<file path="config.mk">
export PLATFORM = sky130hd
export DESIGN_NAME = lcr_lane_regs
export DESIGN_NICKNAME = d
export VERILOG_FILES = /design/src/include/lcr_pkg.sv /design/src/rtl/lcr_lane_decode.sv /design/src/rtl/lcr_lane_regs.sv
export SDC_FILE = /design/constraint.sdc
export NUM_CORES = 1
export LEC_CHECK = 0
export BUFFER_PORTS_ARGS = -buffer_cell sky130_fd_sc_hd__buf_2
export CAP_MARGIN = 20
export CORE_UTILIZATION = 55
export CTS_CLUSTER_SIZE = 25
export DETAILED_ROUTE_END_ITERATION = 7
export HOLD_SLACK_MARGIN = 0.15
export PLACE_DENSITY = 0.77
export SETUP_SLACK_MARGIN = 0.02
export SLEW_MARGIN = 15
export SYNTH_ARGS = -nofsm -noshare
export SYNTH_HDL_FRONTEND = slang
export SYNTH_SLANG_ARGS = --single-unit
</file>
<file path="constraint.sdc">
create_clock -name mclk -period 5.1 [get_ports mclk]
set_input_delay 0.51 -clock mclk [delete_from_list [all_inputs] [get_ports mclk]]
set_output_delay 0.51 -clock mclk [all_outputs]
set_load 0.01 [all_outputs]
</file>
<file path="src/include/lcr_pkg.sv">
`default_nettype none

package lcr_pkg;

    // Register offsets on the management bus.
    localparam logic [7:0] OFS_EQ        = 8'h2C;
    localparam logic [7:0] OFS_SWING     = 8'h2D;
    localparam logic [7:0] OFS_DEEMPH    = 8'h2E;
    localparam logic [7:0] OFS_IDLE_THR  = 8'h2F;
    localparam logic [7:0] OFS_IDLE_RATE = 8'h32;

    // Reset values.
    localparam logic [7:0] RST_EQ        = 8'h20;
    localparam logic [7:0] RST_SWING     = 8'h03;
    localparam logic [7:0] RST_DEEMPH    = 8'h03;
    localparam logic [7:0] RST_IDLE_THR  = 8'h00;
    localparam logic [7:0] RST_IDLE_RATE = 8'h00;
    localparam logic [7:0] RD_UNMAPPED   = 8'h00;

    // Writable bits; reserved bits are not stored and read as zero.
    localparam logic [7:0] MASK_EQ        = 8'h3F;
    localparam logic [7:0] MASK_SWING     = 8'h7F;
    localparam logic [7:0] MASK_DEEMPH    = 8'hFF;
    localparam logic [7:0] MASK_IDLE_THR  = 8'h0F;
    localparam logic [7:0] MASK_IDLE_RATE = 8'h33;

    // Field positions.
    localparam int EQ_EN_BIT       = 5;
    localparam int EQ_GAIN_MSB     = 4;
    localparam int EQ_GAIN_LSB     = 3;
    localparam int EQ_BOOST_MSB    = 2;
    localparam int DEEMPH_TYPE_BIT = 7;
    localparam int DEEMPH_LVL_MSB  = 6;
    localparam int THR_DEASSERT_MSB = 3;
    localparam int THR_DEASSERT_LSB = 2;
    localparam int THR_ASSERT_MSB  = 1;
    localparam int IDLE_AUTO_BIT   = 5;
    localparam int IDLE_SEL_BIT    = 4;
    localparam int RATE_AUTO_BIT   = 1;
    localparam int RATE_SEL_BIT    = 0;

    // Output swing codes and their levels in mV.
    localparam logic [6:0]  SWING_C600  = 7'h03;
    localparam logic [6:0]  SWING_C800  = 7'h07;
    localparam logic [6:0]  SWING_C1000 = 7'h0F;
    localparam logic [6:0]  SWING_C1200 = 7'h1F;
    localparam logic [6:0]  SWING_C1400 = 7'h3F;
    localparam logic [10:0] SWING_MV600  = 11'd600;
    localparam logic [10:0] SWING_MV800  = 11'd800;
    localparam logic [10:0] SWING_MV1000 = 11'd1000;
    localparam logic [10:0] SWING_MV1200 = 11'd1200;
    localparam logic [10:0] SWING_MV1400 = 11'd1400;
    localparam logic [10:0] SWING_MV_NONE = 11'd0;

    // De-emphasis codes.
    localparam logic [7:0] DEEMPH_0DB      = 8'h01;
    localparam logic [7:0] DEEMPH_M6DB     = 8'h88;
    localparam logic [7:0] DEEMPH_M9DB     = 8'h90;
    localparam logic [7:0] DEEMPH_M12DB    = 8'hA0;
    localparam logic [7:0] DEEMPH_RESERVED = 8'hC0;

    // Idle thresholds in mV, de-assert then assert, per 2-bit code.
    localparam logic [7:0] THR_DEASSERT_MV0 = 8'd110;
    localparam logic [7:0] THR_DEASSERT_MV1 = 8'd150;
    localparam logic [7:0] THR_DEASSERT_MV2 = 8'd170;
    localparam logic [7:0] THR_DEASSERT_MV3 = 8'd190;
    localparam logic [7:0] THR_ASSERT_MV0   = 8'd70;
    localparam logic [7:0] THR_ASSERT_MV1   = 8'd110;
    localparam logic [7:0] THR_ASSERT_MV2   = 8'd130;
    localparam logic [7:0] THR_ASSERT_MV3   = 8'd150;

    // Three-level equalizer pin states and the register code of each pair.
    localparam logic [1:0] PIN_LOW   = 2'h0;
    localparam logic [1:0] PIN_HIGH  = 2'h1;
    localparam logic [1:0] PIN_FLOAT = 2'h2;
    localparam logic [5:0] EQPIN_FF = 6'h20;
    localparam logic [5:0] EQPIN_11 = 6'h2A;
    localparam logic [5:0] EQPIN_00 = 6'h30;
    localparam logic [5:0] EQPIN_F0 = 6'h32;
    localparam logic [5:0] EQPIN_10 = 6'h39;
    localparam logic [5:0] EQPIN_F1 = 6'h35;
    localparam logic [5:0] EQPIN_01 = 6'h35;
    localparam logic [5:0] EQPIN_0F = 6'h3B;
    localparam logic [5:0] EQPIN_1F = 6'h3D;

    // Pin synchroniser layout and idle levels.
    localparam int         SYNC_W       = 8;
    localparam int         SYNC_SCL     = 7;
    localparam int         SYNC_SDA     = 6;
    localparam int         SYNC_EQH_MSB = 5;
    localparam int         SYNC_EQH_LSB = 4;
    localparam int         SYNC_EQL_MSB = 3;
    localparam int         SYNC_EQL_LSB = 2;
    localparam int         SYNC_IDLE    = 1;
    localparam int         SYNC_RATE    = 0;
    localparam logic [7:0] SYNC_RST     = 8'hC0;

    // Management bus framing.
    localparam logic [3:0] BYTE_BITS        = 4'h8;
    localparam logic [3:0] BIT_FIRST        = 4'h1;
    localparam logic [6:0] SMB_ADDR_DEFAULT = 7'h2A;

    typedef enum logic [3:0] {
        ST_IDLE      = 4'h0,
        ST_ADDR      = 4'h1,
        ST_ADDR_ACK  = 4'h2,
        ST_CMD       = 4'h3,
        ST_CMD_ACK   = 4'h4,
        ST_WDATA     = 4'h5,
        ST_WDATA_ACK = 4'h6,
        ST_RDATA     = 4'h7,
        ST_RDATA_ACK = 4'h8
    } lcr_state_e;

    typedef struct packed {
        logic [7:0] eq;
        logic [7:0] swing;
        logic [7:0] deemph;
        logic [7:0] idleThr;
        logic [7:0] idleRate;
    } lcr_regs_s;

    typedef struct packed {
        logic        eqEnable;
        logic [1:0]  gainStage;
        logic [2:0]  boostLevel;
        logic [6:0]  swingCode;
        logic [10:0] swingMv;
        logic        deemphEnhanced;
        logic [6:0]  deemphLevel;
        logic [7:0]  deassertMv;
        logic [7:0]  assertMv;
        logic        outputMute;
        logic        signalDetectEnable;
        logic        rateGen2;
        logic [5:0]  pinEqCode;
    } lcr_cond_s;

endpackage : lcr_pkg

`default_nettype wire

</file>
<file path="src/rtl/lcr_lane_decode.sv">
`timescale 1ns/10ps
`default_nettype none

module lcr_lane_decode (
    // Clock and reset.
    input  wire logic               mclk,
    input  wire logic               rst_n,
    // Register contents and synchronised pins.
    input  wire lcr_pkg::lcr_regs_s regs,
    input  wire logic [1:0]         eqPinHigh,
    input  wire logic [1:0]         eqPinLow,
    input  wire logic               idleDetected,
    input  wire logic               rateDetectedGen2,
    // Conditioning settings.
    output var  lcr_pkg::lcr_cond_s cond
);

    lcr_pkg::lcr_cond_s next_cond;

    always_comb begin
        next_cond = cond;
        // equalizer field split.
        next_cond.eqEnable   = regs.eq[lcr_pkg::EQ_EN_BIT];
        next_cond.gainStage  = regs.eq[lcr_pkg::EQ_GAIN_MSB:lcr_pkg::EQ_GAIN_LSB];
        next_cond.boostLevel = regs.eq[lcr_pkg::EQ_BOOST_MSB:0];
        // swing code to level.
        next_cond.swingCode = regs.swing[6:0];
        case (regs.swing[6:0])
            lcr_pkg::SWING_C600:  next_cond.swingMv = lcr_pkg::SWING_MV600;
            lcr_pkg::SWING_C800:  next_cond.swingMv = lcr_pkg::SWING_MV800;
            lcr_pkg::SWING_C1000: next_cond.swingMv = lcr_pkg::SWING_MV1000;
            lcr_pkg::SWING_C1200: next_cond.swingMv = lcr_pkg::SWING_MV1200;
            lcr_pkg::SWING_C1400: next_cond.swingMv = lcr_pkg::SWING_MV1400;
            default:              next_cond.swingMv = lcr_pkg::SWING_MV_NONE;
        endcase
        // reserved code falls back to 0 dB so the driver never sees it.
        if (regs.deemph == lcr_pkg::DEEMPH_RESERVED) begin
            next_cond.deemphEnhanced = lcr_pkg::DEEMPH_0DB[lcr_pkg::DEEMPH_TYPE_BIT];
            next_cond.deemphLevel    = lcr_pkg::DEEMPH_0DB[lcr_pkg::DEEMPH_LVL_MSB:0];
        end else begin
            // type bit selects enhanced mode.
            next_cond.deemphEnhanced = regs.deemph[lcr_pkg::DEEMPH_TYPE_BIT];
            next_cond.deemphLevel    = regs.deemph[lcr_pkg::DEEMPH_LVL_MSB:0];
        end
        // de-assert and assert thresholds.
        case (regs.idleThr[lcr_pkg::THR_DEASSERT_MSB:lcr_pkg::THR_DEASSERT_LSB])
            2'h0:    next_cond.deassertMv = lcr_pkg::THR_DEASSERT_MV0;
            2'h1:    next_cond.deassertMv = lcr_pkg::THR_DEASSERT_MV1;
            2'h2:    next_cond.deassertMv = lcr_pkg::THR_DEASSERT_MV2;
            default: next_cond.deassertMv = lcr_pkg::THR_DEASSERT_MV3;
        endcase
        case (regs.idleThr[lcr_pkg::THR_ASSERT_MSB:0])
            2'h0:    next_cond.assertMv = lcr_pkg::THR_ASSERT_MV0;
            2'h1:    next_cond.assertMv = lcr_pkg::THR_ASSERT_MV1;
            2'h2:    next_cond.assertMv = lcr_pkg::THR_ASSERT_MV2;
            default: next_cond.assertMv = lcr_pkg::THR_ASSERT_MV3;
        endcase
        // automatic or manual idle muting.
        if (regs.idleRate[lcr_pkg::IDLE_AUTO_BIT]) begin
            next_cond.outputMute         = idleDetected;
            next_cond.signalDetectEnable = 1'b1;
        end else begin
            next_cond.outputMute         = regs.idleRate[lcr_pkg::IDLE_SEL_BIT];
            next_cond.signalDetectEnable = 1'b0;
        end
        // automatic or forced rate.
        if (regs.idleRate[lcr_pkg::RATE_AUTO_BIT]) begin
            next_cond.rateGen2 = rateDetectedGen2;
        end else begin
            next_cond.rateGen2 = regs.idleRate[lcr_pkg::RATE_SEL_BIT];
        end
        // pin pair to register encoding.
        case ({eqPinHigh, eqPinLow})
            {lcr_pkg::PIN_HIGH, lcr_pkg::PIN_HIGH}:   next_cond.pinEqCode = lcr_pkg::EQPIN_11;
            {lcr_pkg::PIN_LOW, lcr_pkg::PIN_LOW}:     next_cond.pinEqCode = lcr_pkg::EQPIN_00;
            {lcr_pkg::PIN_FLOAT, lcr_pkg::PIN_LOW}:   next_cond.pinEqCode = lcr_pkg::EQPIN_F0;
            {lcr_pkg::PIN_HIGH, lcr_pkg::PIN_LOW}:    next_cond.pinEqCode = lcr_pkg::EQPIN_10;
            {lcr_pkg::PIN_FLOAT, lcr_pkg::PIN_HIGH}:  next_cond.pinEqCode = lcr_pkg::EQPIN_F1;
            {lcr_pkg::PIN_LOW, lcr_pkg::PIN_HIGH}:    next_cond.pinEqCode = lcr_pkg::EQPIN_01;
            {lcr_pkg::PIN_LOW, lcr_pkg::PIN_FLOAT}:   next_cond.pinEqCode = lcr_pkg::EQPIN_0F;
            {lcr_pkg::PIN_HIGH, lcr_pkg::PIN_FLOAT}:  next_cond.pinEqCode = lcr_pkg::EQPIN_1F;
            default:                                  next_cond.pinEqCode = lcr_pkg::EQPIN_FF;
        endcase
    end

    always_ff @(posedge mclk) begin
        if (!rst_n) begin
            cond <= '0;
        end else begin
            cond <= next_cond;
        end
    end

endmodule : lcr_lane_decode

`default_nettype wire

</file>
<file path="src/rtl/lcr_lane_regs.sv">
//Contract
// The equalizer field splits into enable at bit 5, gain stage at bits 4:3, boost at 2:0.
// After reset the equalizer register holds the bypass value 20 hex.
// Each equalizer pin pair maps to a fixed register code such as 11 to 2A hex.
// The seven-bit swing code selects 600 to 1400 mV, with 03 hex at reset.
// De-emphasis bit 7 selects compatibility mode at zero and enhanced mode at one.
// De-emphasis codes 01, 88, 90 and A0 hex give 0, -6, -9 and -12 dB; C0 is reserved.
// Idle threshold bits 3:2 set the de-assert level and bits 1:0 the assert level.
// Threshold codes 00 to 11 map to 110/70, 150/110, 170/130 and 190/150 mV.
// With idle-auto set, muting follows idle detection, else the idle select bit decides.
// Under manual idle, select zero keeps the output on, one mutes it.
// With rate-auto set the rate is detected, else bit 0 forces 2.5 or 5.0 Gbps.
// The host writes zero to reserved bits and ignores their read value.
`timescale 1ns/10ps
`default_nettype none

module lcr_lane_regs #(
    parameter logic [6:0] SLAVE_ADDR = lcr_pkg::SMB_ADDR_DEFAULT
) (
    // Clock and reset.
    input  wire logic               mclk,
    input  wire logic               rst_n,
    // Management bus pins, open drain.
    input  wire logic               smbClk,
    input  wire logic               smbDataIn,
    output var  logic               smbDataOut,
    output var  logic               smbDataOe,
    // Equalizer strap pins, three-level codes.
    input  wire logic [1:0]         equalizerPinHigh,
    input  wire logic [1:0]         equalizerPinLow,
    // Analog detector status.
    input  wire logic               idleDetect,
    input  wire logic               rateDetect,
    // Conditioning settings to the analog lane.
    output var  lcr_pkg::lcr_cond_s cond
);

    logic [lcr_pkg::SYNC_W-1:0] pinMeta;
    logic [lcr_pkg::SYNC_W-1:0] pinSync;
    logic [lcr_pkg::SYNC_W-1:0] next_pinMeta;
    logic [lcr_pkg::SYNC_W-1:0] next_pinSync;
    logic                       sclPrev;
    logic                       sdaPrev;
    logic                       next_sclPrev;
    logic                       next_sdaPrev;
    logic                       sclBit;
    logic                       sdaBit;
    logic                       sclRise;
    logic                       sclFall;
    logic                       startSeen;
    logic                       stopSeen;

    lcr_pkg::lcr_state_e        state;
    lcr_pkg::lcr_state_e        next_state;
    logic [3:0]                 bitCnt;
    logic [3:0]                 next_bitCnt;
    logic [7:0]                 shiftReg;
    logic [7:0]                 next_shiftReg;
    logic                       readMode;
    logic                       next_readMode;
    logic [7:0]                 pointer;
    logic [7:0]                 next_pointer;
    logic                       sdaOe;
    logic                       next_sdaOe;
    logic [7:0]                 readData;

    lcr_pkg::lcr_regs_s         regs;
    lcr_pkg::lcr_regs_s         next_regs;

    // Pins are asynchronous to mclk; edges are only judged on the second stage.
    always_comb begin
        next_pinMeta = {smbClk, smbDataIn, equalizerPinHigh, equalizerPinLow,
                        idleDetect, rateDetect};
        next_pinSync = pinMeta;
        next_sclPrev = pinSync[lcr_pkg::SYNC_SCL];
        next_sdaPrev = pinSync[lcr_pkg::SYNC_SDA];
    end

    always_ff @(posedge mclk) begin
        if (!rst_n) begin
            pinMeta <= lcr_pkg::SYNC_RST;
            pinSync <= lcr_pkg::SYNC_RST;
            sclPrev <= 1'b1;
            sdaPrev <= 1'b1;
        end else begin
            pinMeta <= next_pinMeta;
            pinSync <= next_pinSync;
            sclPrev <= next_sclPrev;
            sdaPrev <= next_sdaPrev;
        end
    end

    assign sclBit    = pinSync[lcr_pkg::SYNC_SCL];
    assign sdaBit    = pinSync[lcr_pkg::SYNC_SDA];
    assign sclRise   = sclBit & ~sclPrev;
    assign sclFall   = ~sclBit & sclPrev;
    assign startSeen = sclBit & sclPrev & sdaPrev & ~sdaBit;
    assign stopSeen  = sclBit & sclPrev & ~sdaPrev & sdaBit;

    // Reserved positions read as zero because they are never stored.
    always_comb begin
        case (pointer)
            lcr_pkg::OFS_EQ:        readData = regs.eq;
            lcr_pkg::OFS_SWING:     readData = regs.swing;
            lcr_pkg::OFS_DEEMPH:    readData = regs.deemph;
            lcr_pkg::OFS_IDLE_THR:  readData = regs.idleThr;
            lcr_pkg::OFS_IDLE_RATE: readData = regs.idleRate;
            default:                readData = lcr_pkg::RD_UNMAPPED;
        endcase
    end

    always_comb begin
        next_state    = state;
        next_bitCnt   = bitCnt;
        next_shiftReg = shiftReg;
        next_readMode = readMode;
        next_pointer  = pointer;
        next_sdaOe    = sdaOe;
        next_regs     = regs;
        if (startSeen) begin
            next_state  = lcr_pkg::ST_ADDR;
            next_bitCnt = '0;
            next_sdaOe  = 1'b0;
        end else if (stopSeen) begin
            next_state = lcr_pkg::ST_IDLE;
            next_sdaOe = 1'b0;
        end else begin
            case (state)
                lcr_pkg::ST_ADDR, lcr_pkg::ST_CMD, lcr_pkg::ST_WDATA: begin
                    if (sclRise && bitCnt != lcr_pkg::BYTE_BITS) begin
                        next_shiftReg = {shiftReg[6:0], sdaBit};
                        next_bitCnt   = bitCnt + 4'h1;
                    end else if (sclFall && bitCnt == lcr_pkg::BYTE_BITS) begin
                        next_bitCnt = '0;
                        next_sdaOe  = 1'b1;
                        if (state == lcr_pkg::ST_ADDR) begin
                            if (shiftReg[7:1] == SLAVE_ADDR) begin
                                next_readMode = shiftReg[0];
                                next_state    = lcr_pkg::ST_ADDR_ACK;
                            end else begin
                                next_sdaOe = 1'b0;
                                next_state = lcr_pkg::ST_IDLE;
                            end
                        end else if (state == lcr_pkg::ST_CMD) begin
                            next_pointer = shiftReg;
                            next_state   = lcr_pkg::ST_CMD_ACK;
                        end else begin
                            next_state = lcr_pkg::ST_WDATA_ACK;
                            // only the field bits are stored.
                            case (pointer)
                                lcr_pkg::OFS_EQ:
                                    next_regs.eq = shiftReg & lcr_pkg::MASK_EQ;
                                lcr_pkg::OFS_SWING:
                                    next_regs.swing = shiftReg & lcr_pkg::MASK_SWING;
                                lcr_pkg::OFS_DEEMPH:
                                    next_regs.deemph = shiftReg & lcr_pkg::MASK_DEEMPH;
                                lcr_pkg::OFS_IDLE_THR:
                                    next_regs.idleThr = shiftReg & lcr_pkg::MASK_IDLE_THR;
                                lcr_pkg::OFS_IDLE_RATE:
                                    next_regs.idleRate = shiftReg & lcr_pkg::MASK_IDLE_RATE;
                                default:
                                    next_regs = regs;
                            endcase
                        end
                    end
                end
                lcr_pkg::ST_ADDR_ACK: begin
                    if (sclFall) begin
                        if (readMode) begin
                            next_shiftReg = readData;
                            next_sdaOe    = ~readData[7];
                            next_bitCnt   = lcr_pkg::BIT_FIRST;
                            next_state    = lcr_pkg::ST_RDATA;
                        end else begin
                            next_sdaOe = 1'b0;
                            next_state = lcr_pkg::ST_CMD;
                        end
                    end
                end
                lcr_pkg::ST_CMD_ACK, lcr_pkg::ST_WDATA_ACK: begin
                    if (sclFall) begin
                        next_sdaOe = 1'b0;
                        next_state = lcr_pkg::ST_WDATA;
                    end
                end
                lcr_pkg::ST_RDATA: begin
                    if (sclFall) begin
                        if (bitCnt == lcr_pkg::BYTE_BITS) begin
                            next_sdaOe = 1'b0;
                            next_state = lcr_pkg::ST_RDATA_ACK;
                        end else begin
                            next_shiftReg = {shiftReg[6:0], 1'b0};
                            next_sdaOe    = ~shiftReg[6];
                            next_bitCnt   = bitCnt + 4'h1;
                        end
                    end
                end
                lcr_pkg::ST_RDATA_ACK: begin
                    // A not-acknowledge ends the read; an acknowledge resends the register.
                    if (sclRise && sdaBit) begin
                        next_state = lcr_pkg::ST_IDLE;
                    end else if (sclFall) begin
                        next_shiftReg = readData;
                        next_sdaOe    = ~readData[7];
                        next_bitCnt   = lcr_pkg::BIT_FIRST;
                        next_state    = lcr_pkg::ST_RDATA;
                    end
                end
                lcr_pkg::ST_IDLE: begin
                    next_sdaOe = 1'b0;
                end
                default: begin
                    next_sdaOe = 1'b0;
                    next_state = lcr_pkg::ST_IDLE;
                end
            endcase
        end
    end

    always_ff @(posedge mclk) begin
        if (!rst_n) begin
            state     <= lcr_pkg::ST_IDLE;
            bitCnt    <= '0;
            shiftReg  <= '0;
            readMode  <= 1'b0;
            pointer   <= '0;
            sdaOe     <= 1'b0;
            // equalizer resets to bypass.
            regs.eq   <= lcr_pkg::RST_EQ;
            // swing resets to 600 mV.
            regs.swing    <= lcr_pkg::RST_SWING;
            regs.deemph   <= lcr_pkg::RST_DEEMPH;
            // thresholds reset to 110/70 mV.
            regs.idleThr  <= lcr_pkg::RST_IDLE_THR;
            regs.idleRate <= lcr_pkg::RST_IDLE_RATE;
        end else begin
            state    <= next_state;
            bitCnt   <= next_bitCnt;
            shiftReg <= next_shiftReg;
            readMode <= next_readMode;
            pointer  <= next_pointer;
            sdaOe    <= next_sdaOe;
            regs     <= next_regs;
        end
    end

    // The data line is only ever pulled low, so its output level stays zero.
    always_ff @(posedge mclk) begin
        smbDataOut <= 1'b0;
    end

    assign smbDataOe = sdaOe;

    // settings and mode selection.
    lcr_lane_decode u_decode (
        .mclk             (mclk),
        .rst_n            (rst_n),
        .regs             (regs),
        .eqPinHigh        (pinSync[lcr_pkg::SYNC_EQH_MSB:lcr_pkg::SYNC_EQH_LSB]),
        .eqPinLow         (pinSync[lcr_pkg::SYNC_EQL_MSB:lcr_pkg::SYNC_EQL_LSB]),
        .idleDetected     (pinSync[lcr_pkg::SYNC_IDLE]),
        .rateDetectedGen2 (pinSync[lcr_pkg::SYNC_RATE]),
        .cond             (cond)
    );

endmodule : lcr_lane_regs

`default_nettype wire

</file>
==> impl_metrics.py, run 1 <==
metrics = {
    "outcome": {
        "status": "complete, no violations",
    },
    "global_route": {
        "antenna_found_initial": 0,
        "grt_pass1_vias": 3615,
        "grt_max_degree": 55,
        "grt_pass1_wl_um": 17820,
        "grtUsageTotal_pct": 23.59,
        "grt-ovfl-total": 0,
    },
    "route": {
        "wl_per_cell_um": 15.58,
        "via_per_inst": 5.584,
        "vias": 3769,
        "drt_pass1_iterations": 4,
        "drcViolationCount": 0,
        "drt_iter0_markers": 270,
        "totalWireLength_um": 10520,
        "antenna_left": 0,
    },
    "timing": {
        "fmax_ghz": 0.4093,
        "worst_pin_slew_ps": 735.9,
        "maxSlewHeadroom_pct": 50.79,
        "min_period_ps": 2443,
        "rsz0062_at_grt": "false",
        "setup_tns_ps": 0,
        "final_hold_viol_count": 0,
        "drv_slew": 0,
        "finalCritPeriodShare_pct": 47.90,
        "timing.hold.ws_ps": 186.5,
        "fin_worst_skew_ps": 5.712,
        "setup_viol": 0,
    },
    "logic_synthesis": {
        "yosysTopAreaCellShare_pct": 47.82,
        "synth.avg_cell_area_um2": 9.908,
        "ys_seq_area_share_pct": 47.82,
        "yosys_warnings": 0,
        "yosysMostFrequentCell": "dfxtp_1",
        "synth_edf_count": 0,
        "syn_inst": 507,
        "ys_top_cells_by_count": "120 x dfxtp_1, 50 x nor2_1, 40 x mux2i_1, 35 x and2_1, 29 x nand2_1",
        "synthTopCellsByArea": "dfxtp_1 48%, mux2i_1 8.0%, and2_1 4.4%, nor2_1 3.7%, a21oi_1 2.7%",
        "synth.distinct_cells": 62,
        "netlist_area_mm2": 0.005024,
        "synth_top_area_cell": "dfxtp_1",
        "synthArstFlopShare_pct": 0,
        "ys_ff_latch": 120,
        "synth_ff_type": "dfxtp_1",
    },
    "cells_and_area": {
        "regArea_mm2": 0.002402,
        "drive_gt1_share_pct": 21.87,
        "diodes": 0,
        "area_growth_pct": 15.84,
        "finalNetCount": 570,
        "fillerInstances": 694,
        "multi_input_area_mm2": 0.002355,
        "finalCoreUtilization_pct": 66.40,
    },
    "power": {
        "p_leak_nw": 2.561,
        "vdd_drop_max_uv": 256.0,
        "power.total_w": 0.002140,
        "power_density_mw_per_mm2": 367.8,
    },
    "worst_setup_path": {
        "criticalPathCategory": "reg -> reg",
        "required_ps": 5460,
        "crit_family": "simple AND/OR/NAND/NOR gates",
        "worst-path-buf-inv": 0,
        "cp-end-kind": "flip-flop",
        "start_kind": "flip-flop",
        "crit_chain": "or4bb_1, nand3_2, o211a_1, and2_1, a311oi_2",
        "cp_slowest_stage_delay_ps": 700,
        "cp.arrival_ps": 2810,
        "crit_path_max_fanout": 20,
        "critPathSlowestCell": "dfxtp_1",
    },
    "clock_tree": {
        "cts.sinks": 120,
        "cts_buffer_depth": 2,
        "clkTransAtPathRegs_ps": 60,
        "post-cts-setup-buffer-count": 0,
        "insertion_delay_ps": 510,
        "cts_buffers": 17,
        "h-tree-depth": 4,
        "cts_resized": 0,
        "hold_buffers": 0,
        "cts_tree": "done",
        "cts_root_buf": "clkbuf_8",
    },
    "floorplan": {
        "fp.dieH_um": 97.57,
        "die_area_mm2": 0.009520,
        "core_mm2": 0.008763,
        "ioPinCount": 69,
        "start_util_pct": 57.32,
        "die_x_um": 97.57,
        "core.rowCount": 34,
    },
    "placement": {
        "place_congestion": 0.8804,
        "io_buffers": 62,
        "dpl.hpwl_um": 7002,
    },
    "run": {
        "drv_cap": 0,
    },
    "worst_hold_path": {
        "hold_class": "in -> reg",
    },
}
[power by group]
part / switching [W] / internal, W
Combinational: 0.0000477 / 0.0000313
Sequential: 0.0000156 / 0.000956
Clock: 0.000427 / 0.000662
[flip-flops by register name, summed over array words and instances, names as in the netlist, 4 cells and up]
| signal | cells |
|---|---|
| pinSync | 8 |
| shiftReg | 8 |
| u_decode.cond | 47 |
| state | 4 |
| pointer | 8 |
| next_pinSync | 8 |
| bitCnt | 4 |
| regs | 29 |
[area by class of cell]
cell class / count / share of cell area, %
flip-flops and latches: 120 / 41.28
well taps: 108 / 2.322
inverters: 13 / 0.8385
clock inverters: 13 / 2.086
repair buffers: 64 / 5.590
multi-input cells: 338 / 40.46
clock buffers: 19 / 7.418
[path summary, 6_finish.rpt]
check | start | to | slack (ps) | cells after the start
worst max register to register | state[1]$_SDFFE_PP0P_ | shiftReg[0]$_SDFFE_PN0P_ | 2660 | 5
worst min register to register | next_pinSync[6]$_SDFF_PN1_ | pinSync[6]$_SDFF_PN1_ | 410 | 1
worst min-delay path | smbClk | next_pinSync[7]$_SDFF_PN1_ | 190 | 2
worst max-delay path | state[1]$_SDFFE_PP0P_ | shiftReg[0]$_SDFFE_PN0P_ | 2660 | 5
[through the flow]
| step | setup WS [ps] | area, um2 | instances |
|---|---|---|---|
| 3_5_place_dp | 2670 | 5266 | 643 |
| 6_report | 2657 | 5819 | 675 |
| 3_3_place_gp | 2771 | 5266 | 643 |
| 5_1_grt | 2478 | 5819 | 675 |
| 4_1_cts | 2705 | 5819 | 675 |
| 2_1_floorplan | 3291 | 5042 | 512 |
[layout by cell type, fill, tap and decap left out, types with 6 or more instances in the layout]
cell type | Yosys | routed
nand2_1 | 29 | 29
and2_1 | 35 | 35
inv_1 | 13 | 13
a22o_1 | 6 | 6
nor3_1 | 6 | 6
ha_1 | 6 | 6
clkbuf_16 | 0 | 16
a22oi_1 | 6 | 6
buf_2 | 6 | 62
dfxtp_1 | 120 | 120
o21ai_0 | 15 | 15
conb_1 | 1 | 6
nor2b_1 | 10 | 10
a21oi_1 | 27 | 27
nand3_1 | 6 | 6
nand3b_1 | 6 | 6
a211oi_2 | 7 | 7
mux2i_1 | 40 | 40
nand2b_1 | 10 | 10
nor2_1 | 50 | 50
[per-layer routing]
| metal | share of wire, % | track usage (%) | vias to the layer above | wire length, um |
|---|---|---|---|---|
| met1 | 44 | 31.16 | 1774 | 4615 |
| li1 | - | - | 1849 | - |
| met4 | 1.4 | 11.54 | 0 | 150 |
| met3 | 6.8 | 5.899 | 14 | 715 |
| met5 | 0 | 0 | - | 0 |
| met2 | 48 | 36.04 | 132 | 5037 |
[cells by family (layout without fill, tap and decap cells)]
logic type / Yosys count / in the layout / synth area share [%]
flip-flops: 120 / 120 / 47.82
buffers and inverters: 54 / 109 / 5.679
other: 1 / 6 / 0.07465
adder cells (fa/ha/maj): 6 / 6 / 1.494
AND/OR/NAND/NOR: 194 / 194 / 22.84
multiplexers: 44 / 44 / 9.763
XOR/XNOR: 2 / 2 / 0.3488
AO/OA/AOI/OAI: 86 / 86 / 11.98
(Power assumes the default switching activity.)
==> run 2: changes to the inputs <==
--- a/config.mk
+++ b/config.mk
@@ -7,11 +7,11 @@
 export LEC_CHECK = 0
 export BUFFER_PORTS_ARGS = -buffer_cell sky130_fd_sc_hd__buf_2
 export CAP_MARGIN = 20
-export CORE_UTILIZATION = 55
+export CORE_UTILIZATION = 51
 export CTS_CLUSTER_SIZE = 25
 export DETAILED_ROUTE_END_ITERATION = 7
 export HOLD_SLACK_MARGIN = 0.15
-export PLACE_DENSITY = 0.77
+export PLACE_DENSITY = 0.75
 export SETUP_SLACK_MARGIN = 0.02
 export SLEW_MARGIN = 15
 export SYNTH_ARGS = -nofsm -noshare
==> constraint.sdc (replaced) <==
create_clock -name mclk -period 2.2 [get_ports mclk]
set_input_delay 0.22 -clock mclk [delete_from_list [all_inputs] [get_ports mclk]]
set_output_delay 0.22 -clock mclk [all_outputs]
set_load 0.01 [all_outputs]
==> run 2 against run 1 <==
Compared with the run above:
- wire length up 3.3%
- critical endpoint is now regs[11]$_SDFFE_PN0P_
- non-clock buffer count up 19
- largest power group unchanged
- via count up 3.4%
- register-to-register slack worse by 2500 ps
- combinational power rose to 2.6 times the previous value
- power up 150%
- cell area up 4.4%
==> impl_metrics.py, run 2 (same netlist as run 1, synthesis figures left out) <==
metrics = {
    "global_route": {
        "met1_usage_pct": 27.69,
        "use_met3_pct": 5.935,
        "grtUsageMet2_pct": 36.16,
        "grt_busiest_layer": "met2",
        "grt-ovfl-total": 0,
        "grt_pass1_wl_um": 17520,
        "grtUsageTotal_pct": 22.32,
        "grt_pass1_vias": 3648,
        "antenna_found_initial": 0,
        "grt_max_degree": 54,
    },
    "clock_tree": {
        "cts_buffer_depth": 2,
        "cts.sinks": 120,
        "h-tree-depth": 4,
        "insertion_delay_ps": 520,
        "cts_tree": "done",
        "cts_root_buf": "clkbuf_8",
        "clkTransAtPathRegs_ps": 60,
        "cts_buffers": 17,
    },
    "power": {
        "pwr-share-seq_pct": 42.2,
        "intPower_w": 0.004079,
        "p_switching_w": 0.001260,
        "power_density_mw_per_mm2": 879.0,
        "clockPowerShare_pct": 54.0,
        "vdd_drop_max_uv": 533.4,
        "p_sw_share_pct": 23.60,
        "p_leak_nw": 2.683,
        "comb_power_share_pct": 3.8,
    },
    "worst_setup_path": {
        "timing.rr.end": "regs[11]$_SDFFE_PN0P_",
        "criticalPathCategory": "reg -> reg",
        "reg2regPathDepth": 5,
        "cp-end-kind": "flip-flop",
        "critPathSlowestCell": "or3b_1",
        "cp.arrival_ps": 2380,
        "required_ps": 2580,
        "crit_family": "simple AND/OR/NAND/NOR gates",
        "crit_chain": "or3b_1, nor3_4, nand4_1, mux2i_1, nor2_1",
        "crit_path_max_fanout": 6,
        "r2r_setup_slack_ps": 210,
        "start_kind": "flip-flop",
        "cp_slowest_stage_delay_ps": 560,
        "worst-path-buf-inv": 0,
        "r2r-start": "pointer[7]$_SDFFE_PN0P_",
    },
    "worst_hold_path": {
        "hold_path_startpoint": "rst_n",
        "hold_class": "in -> reg",
        "min_to": "u_decode.cond[18]$_SDFF_PN0_",
        "whs_path_depth": 2,
    },
    "timing": {
        "drv_slew": 0,
        "setup_tns_ps": 0,
        "final_hold_viol_count": 0,
        "setup_viol": 0,
        "maxSlewHeadroom_pct": 56.99,
        "fin_worst_skew_ps": 9.474,
        "worst_pin_slew_ps": 644.5,
        "timing.hold.ws_ps": 176.5,
        "min_period_ps": 1994,
        "rsz0062_at_grt": "false",
        "finalCritPeriodShare_pct": 90.62,
        "fmax_ghz": 0.5016,
    },
    "cells_and_area": {
        "largest_registers": "u_decode.cond x47, regs x29",
        "area_growth_pct": 20.92,
        "drive_gt1_share_pct": 23.55,
        "top_register": "u_decode.cond",
        "final_common_cell": "dfxtp_1",
        "final_cell_mix": "119 x dfxtp_1, 62 x buf_2, 50 x nor2_1, 40 x mux2i_1, 34 x and2_1",
        "multi_input_area_mm2": 0.002356,
        "largest_reg_flops": 47,
        "diodes": 0,
        "finalNetCount": 589,
        "regArea_mm2": 0.002404,
        "fillerInstances": 738,
    },
    "route": {
        "antenna_left": 0,
        "via_per_inst": 5.450,
        "drt_iter0_markers": 199,
        "drt_pass1_iterations": 4,
        "vias": 3897,
        "wl_per_cell_um": 15.20,
        "drcViolationCount": 0,
        "totalWireLength_um": 10870,
    },
    "placement": {
        "place_congestion": 0.9302,
        "dpl.hpwl_um": 7192,
        "io_buffers": 62,
    },
    "floorplan": {
        "core.rowCount": 35,
        "start_util_pct": 53.60,
        "die_area_mm2": 0.01025,
        "core_mm2": 0.009371,
        "ioPinCount": 69,
        "fp.dieH_um": 101.2,
        "die_x_um": 101.2,
    },
    "outcome": {
        "status": "complete, no violations",
    },
    "run": {
        "drv_cap": 0,
    },
}
-- run 2: layout make-up --
class	instances	share of cell area, %
clock inverters	15	3.337
repair buffers	83	8.033
inverters	13	0.8033
clock buffers	17	6.818
flip-flops and latches	120	39.57
well taps	129	2.657
multi-input cells	338	38.78
-- run 2: worst max path at each step --
stage          depth (start not counted)               startpoint                        to  slack (ps)
2_1_floorplan                          9   bitCnt[0]$_SDFFE_PP0P_  shiftReg[0]$_SDFFE_PN0P_         390
3_5_place_dp                           5    state[0]$_SDFFE_PN0P_  shiftReg[0]$_SDFFE_PN0P_         140
3_3_place_gp                           7    state[0]$_SDFFE_PN0P_   pointer[6]$_SDFFE_PN0P_         190
6_report                               5  pointer[7]$_SDFFE_PN0P_     regs[11]$_SDFFE_PN0P_         210
5_1_grt                                9   bitCnt[0]$_SDFFE_PP0P_   pointer[1]$_SDFFE_PN0P_          60
4_1_cts                                7    state[0]$_SDFFE_PN0P_   pointer[0]$_SDFFE_PN0P_         110
-- run 2: timing repair --
item / in CTS / in global routing
resized for setup: 0 / 2
endpoints found under the hold margin: 8 / 0
endpoints found under the setup margin: 0 / 18
hold buffers: 8 / 0
buffers inserted: 0 / 0
-- run 2: layer usage --
| layer | vias up | part of all wire, % |
|---|---|---|
| li1 | 1894 | - |
| met1 | 1850 | 44 |
| met2 | 130 | 48 |
| met3 | 23 | 5.3 |
| met4 | 0 | 2.2 |
| met5 | - | 0 |
-- run 2: power by group through the flow --
stage               Clock, W  Combinational (W)  Sequential [W]
finish               0.00288           0.000205         0.00225
global route         0.00302           0.000226         0.00226
CTS                  0.00291           0.000205         0.00225
detailed placement         0           0.000193         0.00230
global placement           0           0.000187         0.00230
floorplan                  0           0.000144         0.00229
-- run 2: stage by stage --
step                      setup slack [ps]  instance area (um2)  util [%]  cells  total power (W)
final                                206.4                 6075     64.82    715         0.005339
after global routing                 60.08                 6075     64.82    715         0.005506
after CTS                            111.8                 6072     64.79    715         0.005361
after detailed placement             142.1                 5375     57.36    675         0.002490
after global placement               190.8                 5375     57.36    675         0.002483
after floorplan                      391.3                 5042         -    512         0.002436
==> run 3: changes to the inputs <==
--- a/config.mk
+++ b/config.mk
@@ -7,11 +7,11 @@
 export LEC_CHECK = 0
 export BUFFER_PORTS_ARGS = -buffer_cell sky130_fd_sc_hd__buf_2
 export CAP_MARGIN = 20
-export CORE_UTILIZATION = 51
+export CORE_UTILIZATION = 45
 export CTS_CLUSTER_SIZE = 25
 export DETAILED_ROUTE_END_ITERATION = 7
 export HOLD_SLACK_MARGIN = 0.15
-export PLACE_DENSITY = 0.75
+export PLACE_DENSITY = 0.67
 export SETUP_SLACK_MARGIN = 0.02
 export SLEW_MARGIN = 15
 export SYNTH_ARGS = -nofsm -noshare
==> run 3 against run 2 <==
Compared with the run above:
- largest cell class unchanged
- wire length grew 2.3%
- fmax decreased by 0.22%
- critical path type unchanged
- hold slack better by 230 ps
- register-to-register slack is essentially flat
- highest routed layer unchanged
- first-iteration DRC count is 39% higher
==> impl_metrics.py, run 3 (same netlist as run 1, synthesis figures left out) <==
metrics = {
    "outcome": {
        "status": "complete, no violations",
    },
    "cells_and_area": {
        "multi_input_area_mm2": 0.002362,
        "drive_gt1_share_pct": 23.86,
        "top_register": "u_decode.cond",
        "diodes": 0,
        "regArea_mm2": 0.002405,
        "largest_reg_flops": 47,
        "area_growth_pct": 21.44,
        "finalNetCount": 594,
        "fillerInstances": 981,
        "final_common_cell": "dfxtp_1",
        "fin_area_mm2": 0.006101,
        "largest_registers": "u_decode.cond x47, regs x29",
        "final_cell_mix": "118 x dfxtp_1, 62 x buf_2, 50 x nor2_1, 40 x mux2i_1, 34 x and2_1",
    },
    "clock_tree": {
        "cts.sinks": 120,
        "post-cts-setup-buffer-count": 0,
        "cts_buffer_depth": 2,
        "h-tree-depth": 4,
        "cts_buffers": 17,
        "cts_root_buf": "clkbuf_8",
        "clkTransAtPathRegs_ps": 60,
        "cts_tree": "done",
        "insertion_delay_ps": 510,
    },
    "floorplan": {
        "fp.dieH_um": 107.7,
        "core.rowCount": 38,
        "core_mm2": 0.01084,
        "ioPinCount": 69,
        "die_area_mm2": 0.01159,
        "start_util_pct": 46.34,
        "die_x_um": 107.7,
    },
    "timing": {
        "finalCritPeriodShare_pct": 90.81,
        "setup_viol": 0,
        "setup_tns_ps": 0,
        "maxSlewHeadroom_pct": 62.08,
        "final_hold_viol_count": 0,
        "fmax_ghz": 0.5005,
        "fin_worst_skew_ps": 9.414,
        "worst_pin_slew_ps": 554.4,
        "drv_slew": 0,
        "rsz0062_at_grt": "false",
        "min_period_ps": 1998,
    },
    "global_route": {
        "grt_max_degree": 35,
        "antenna_found_initial": 0,
        "grt_pass1_vias": 3669,
        "grt_pass1_wl_um": 18130,
        "grtUsageTotal_pct": 20.57,
        "grt-ovfl-total": 0,
    },
    "route": {
        "m1WireLength_um": 4978,
        "antenna_left": 0,
        "wl_per_cell_um": 15.21,
        "drt_pass1_iterations": 5,
        "vias": 3863,
        "via_per_inst": 5.285,
        "totalWireLength_um": 11120,
        "drcViolationCount": 0,
        "drt_iter0_markers": 277,
        "routed-wl-met3_um": 705,
        "wl_met2_um": 5358,
        "maxUsedRoutingLayer": "met4",
    },
    "power": {
        "p_leak_nw": 2.692,
        "vdd_drop_max_uv": 519.6,
        "power.total_w": 0.005125,
        "power_density_mw_per_mm2": 840.1,
    },
    "worst_setup_path": {
        "crit_path_max_fanout": 6,
        "cp-end-kind": "flip-flop",
        "required_ps": 2580,
        "start_kind": "flip-flop",
        "r2r_setup_slack_ps": 200,
        "cp.arrival_ps": 2380,
        "criticalPathCategory": "reg -> reg",
    },
    "placement": {
        "io_buffers": 62,
        "place_congestion": 0.8430,
        "dpl.hpwl_um": 7695,
        "placed_area_mm2": 0.005404,
    },
    "run": {
        "drv_cap": 0,
    },
    "worst_hold_path": {
        "hold_class": "reg -> reg",
    },
}
-- run 3: changes by cell type in the layout (fill, tap and decap cells not counted), sizes merged, moves of 2 or more --
cell / delta
buf: +2
clkinv: +6
clkinvlp: +2
dlygate4sd3: +3
inv: -8
-- run 3: worst max-delay path, stage by stage (launching register included) --
cell,delay [ps]
dfxtp_1,300
or3b_1,570
nor3_4,330
nand4_1,360
mux2i_1,250
nor2_1,60
-- run 3: metal layers --
layer / global-route usage (%) / vias up
li1: - / 1894
met2: 33.88 / 122
met4: 6.360 / 0
met3: 5.751 / 7
met1: 26.01 / 1840
met5: 0 / -
-- run 3: timing repair --
item                       in CTS  in global routing
hold buffers                   11                  0
setup endpoints to repair       0                 24
resized for setup               0                  4
hold endpoints to repair       11                  0
-- run 3: path summary, 6_finish.rpt --
| path | startpoint | endpoint | depth (start not counted) |
|---|---|---|---|
| setup / recovery | pointer[7]$_SDFFE_PN0P_ | regs[9]$_SDFFE_PN0P_ | 5 |
| hold / removal | next_pinSync[7]$_SDFF_PN1_ | pinSync[7]$_SDFF_PN1_ | 1 |
| setup reg to reg | pointer[7]$_SDFFE_PN0P_ | regs[9]$_SDFFE_PN0P_ | 5 |
| hold reg to reg | next_pinSync[7]$_SDFF_PN1_ | pinSync[7]$_SDFF_PN1_ | 1 |
-- run 3: metrics by stage --
stage               cells  hold WS, ps  worst slack (ps)  utilization [%]
global route          731        429.6             44.52            56.28
detailed placement    688        397.5             87.14            49.85
CTS                   731        409.1             60.05            56.19
finish                731        406.2             202.1            56.28
global placement      688        394.6             107.9            49.85
floorplan             512        247.7             391.3                -
-- run 3: area by class of cell --
cell class              instances  share of cell area, %
clock buffers                  18                  7.014
multi-input cells             338                  38.72
clock inverters                14                  2.441
well taps                     140                  2.871
inverters                      13                 0.7998
repair buffers                 88                  8.737
flip-flops and latches        120                  39.42
-- run 3: power breakdown --
part / internal [W] / total (W) / leakage (nW) / switching, W
clock: 0.00164 / 0.00266 / 0.274 / 0.00102
combinational: 0.0000924 / 0.000213 / 1.44 / 0.000120
sequential: 0.00222 / 0.00225 / 0.978 / 0.0000342
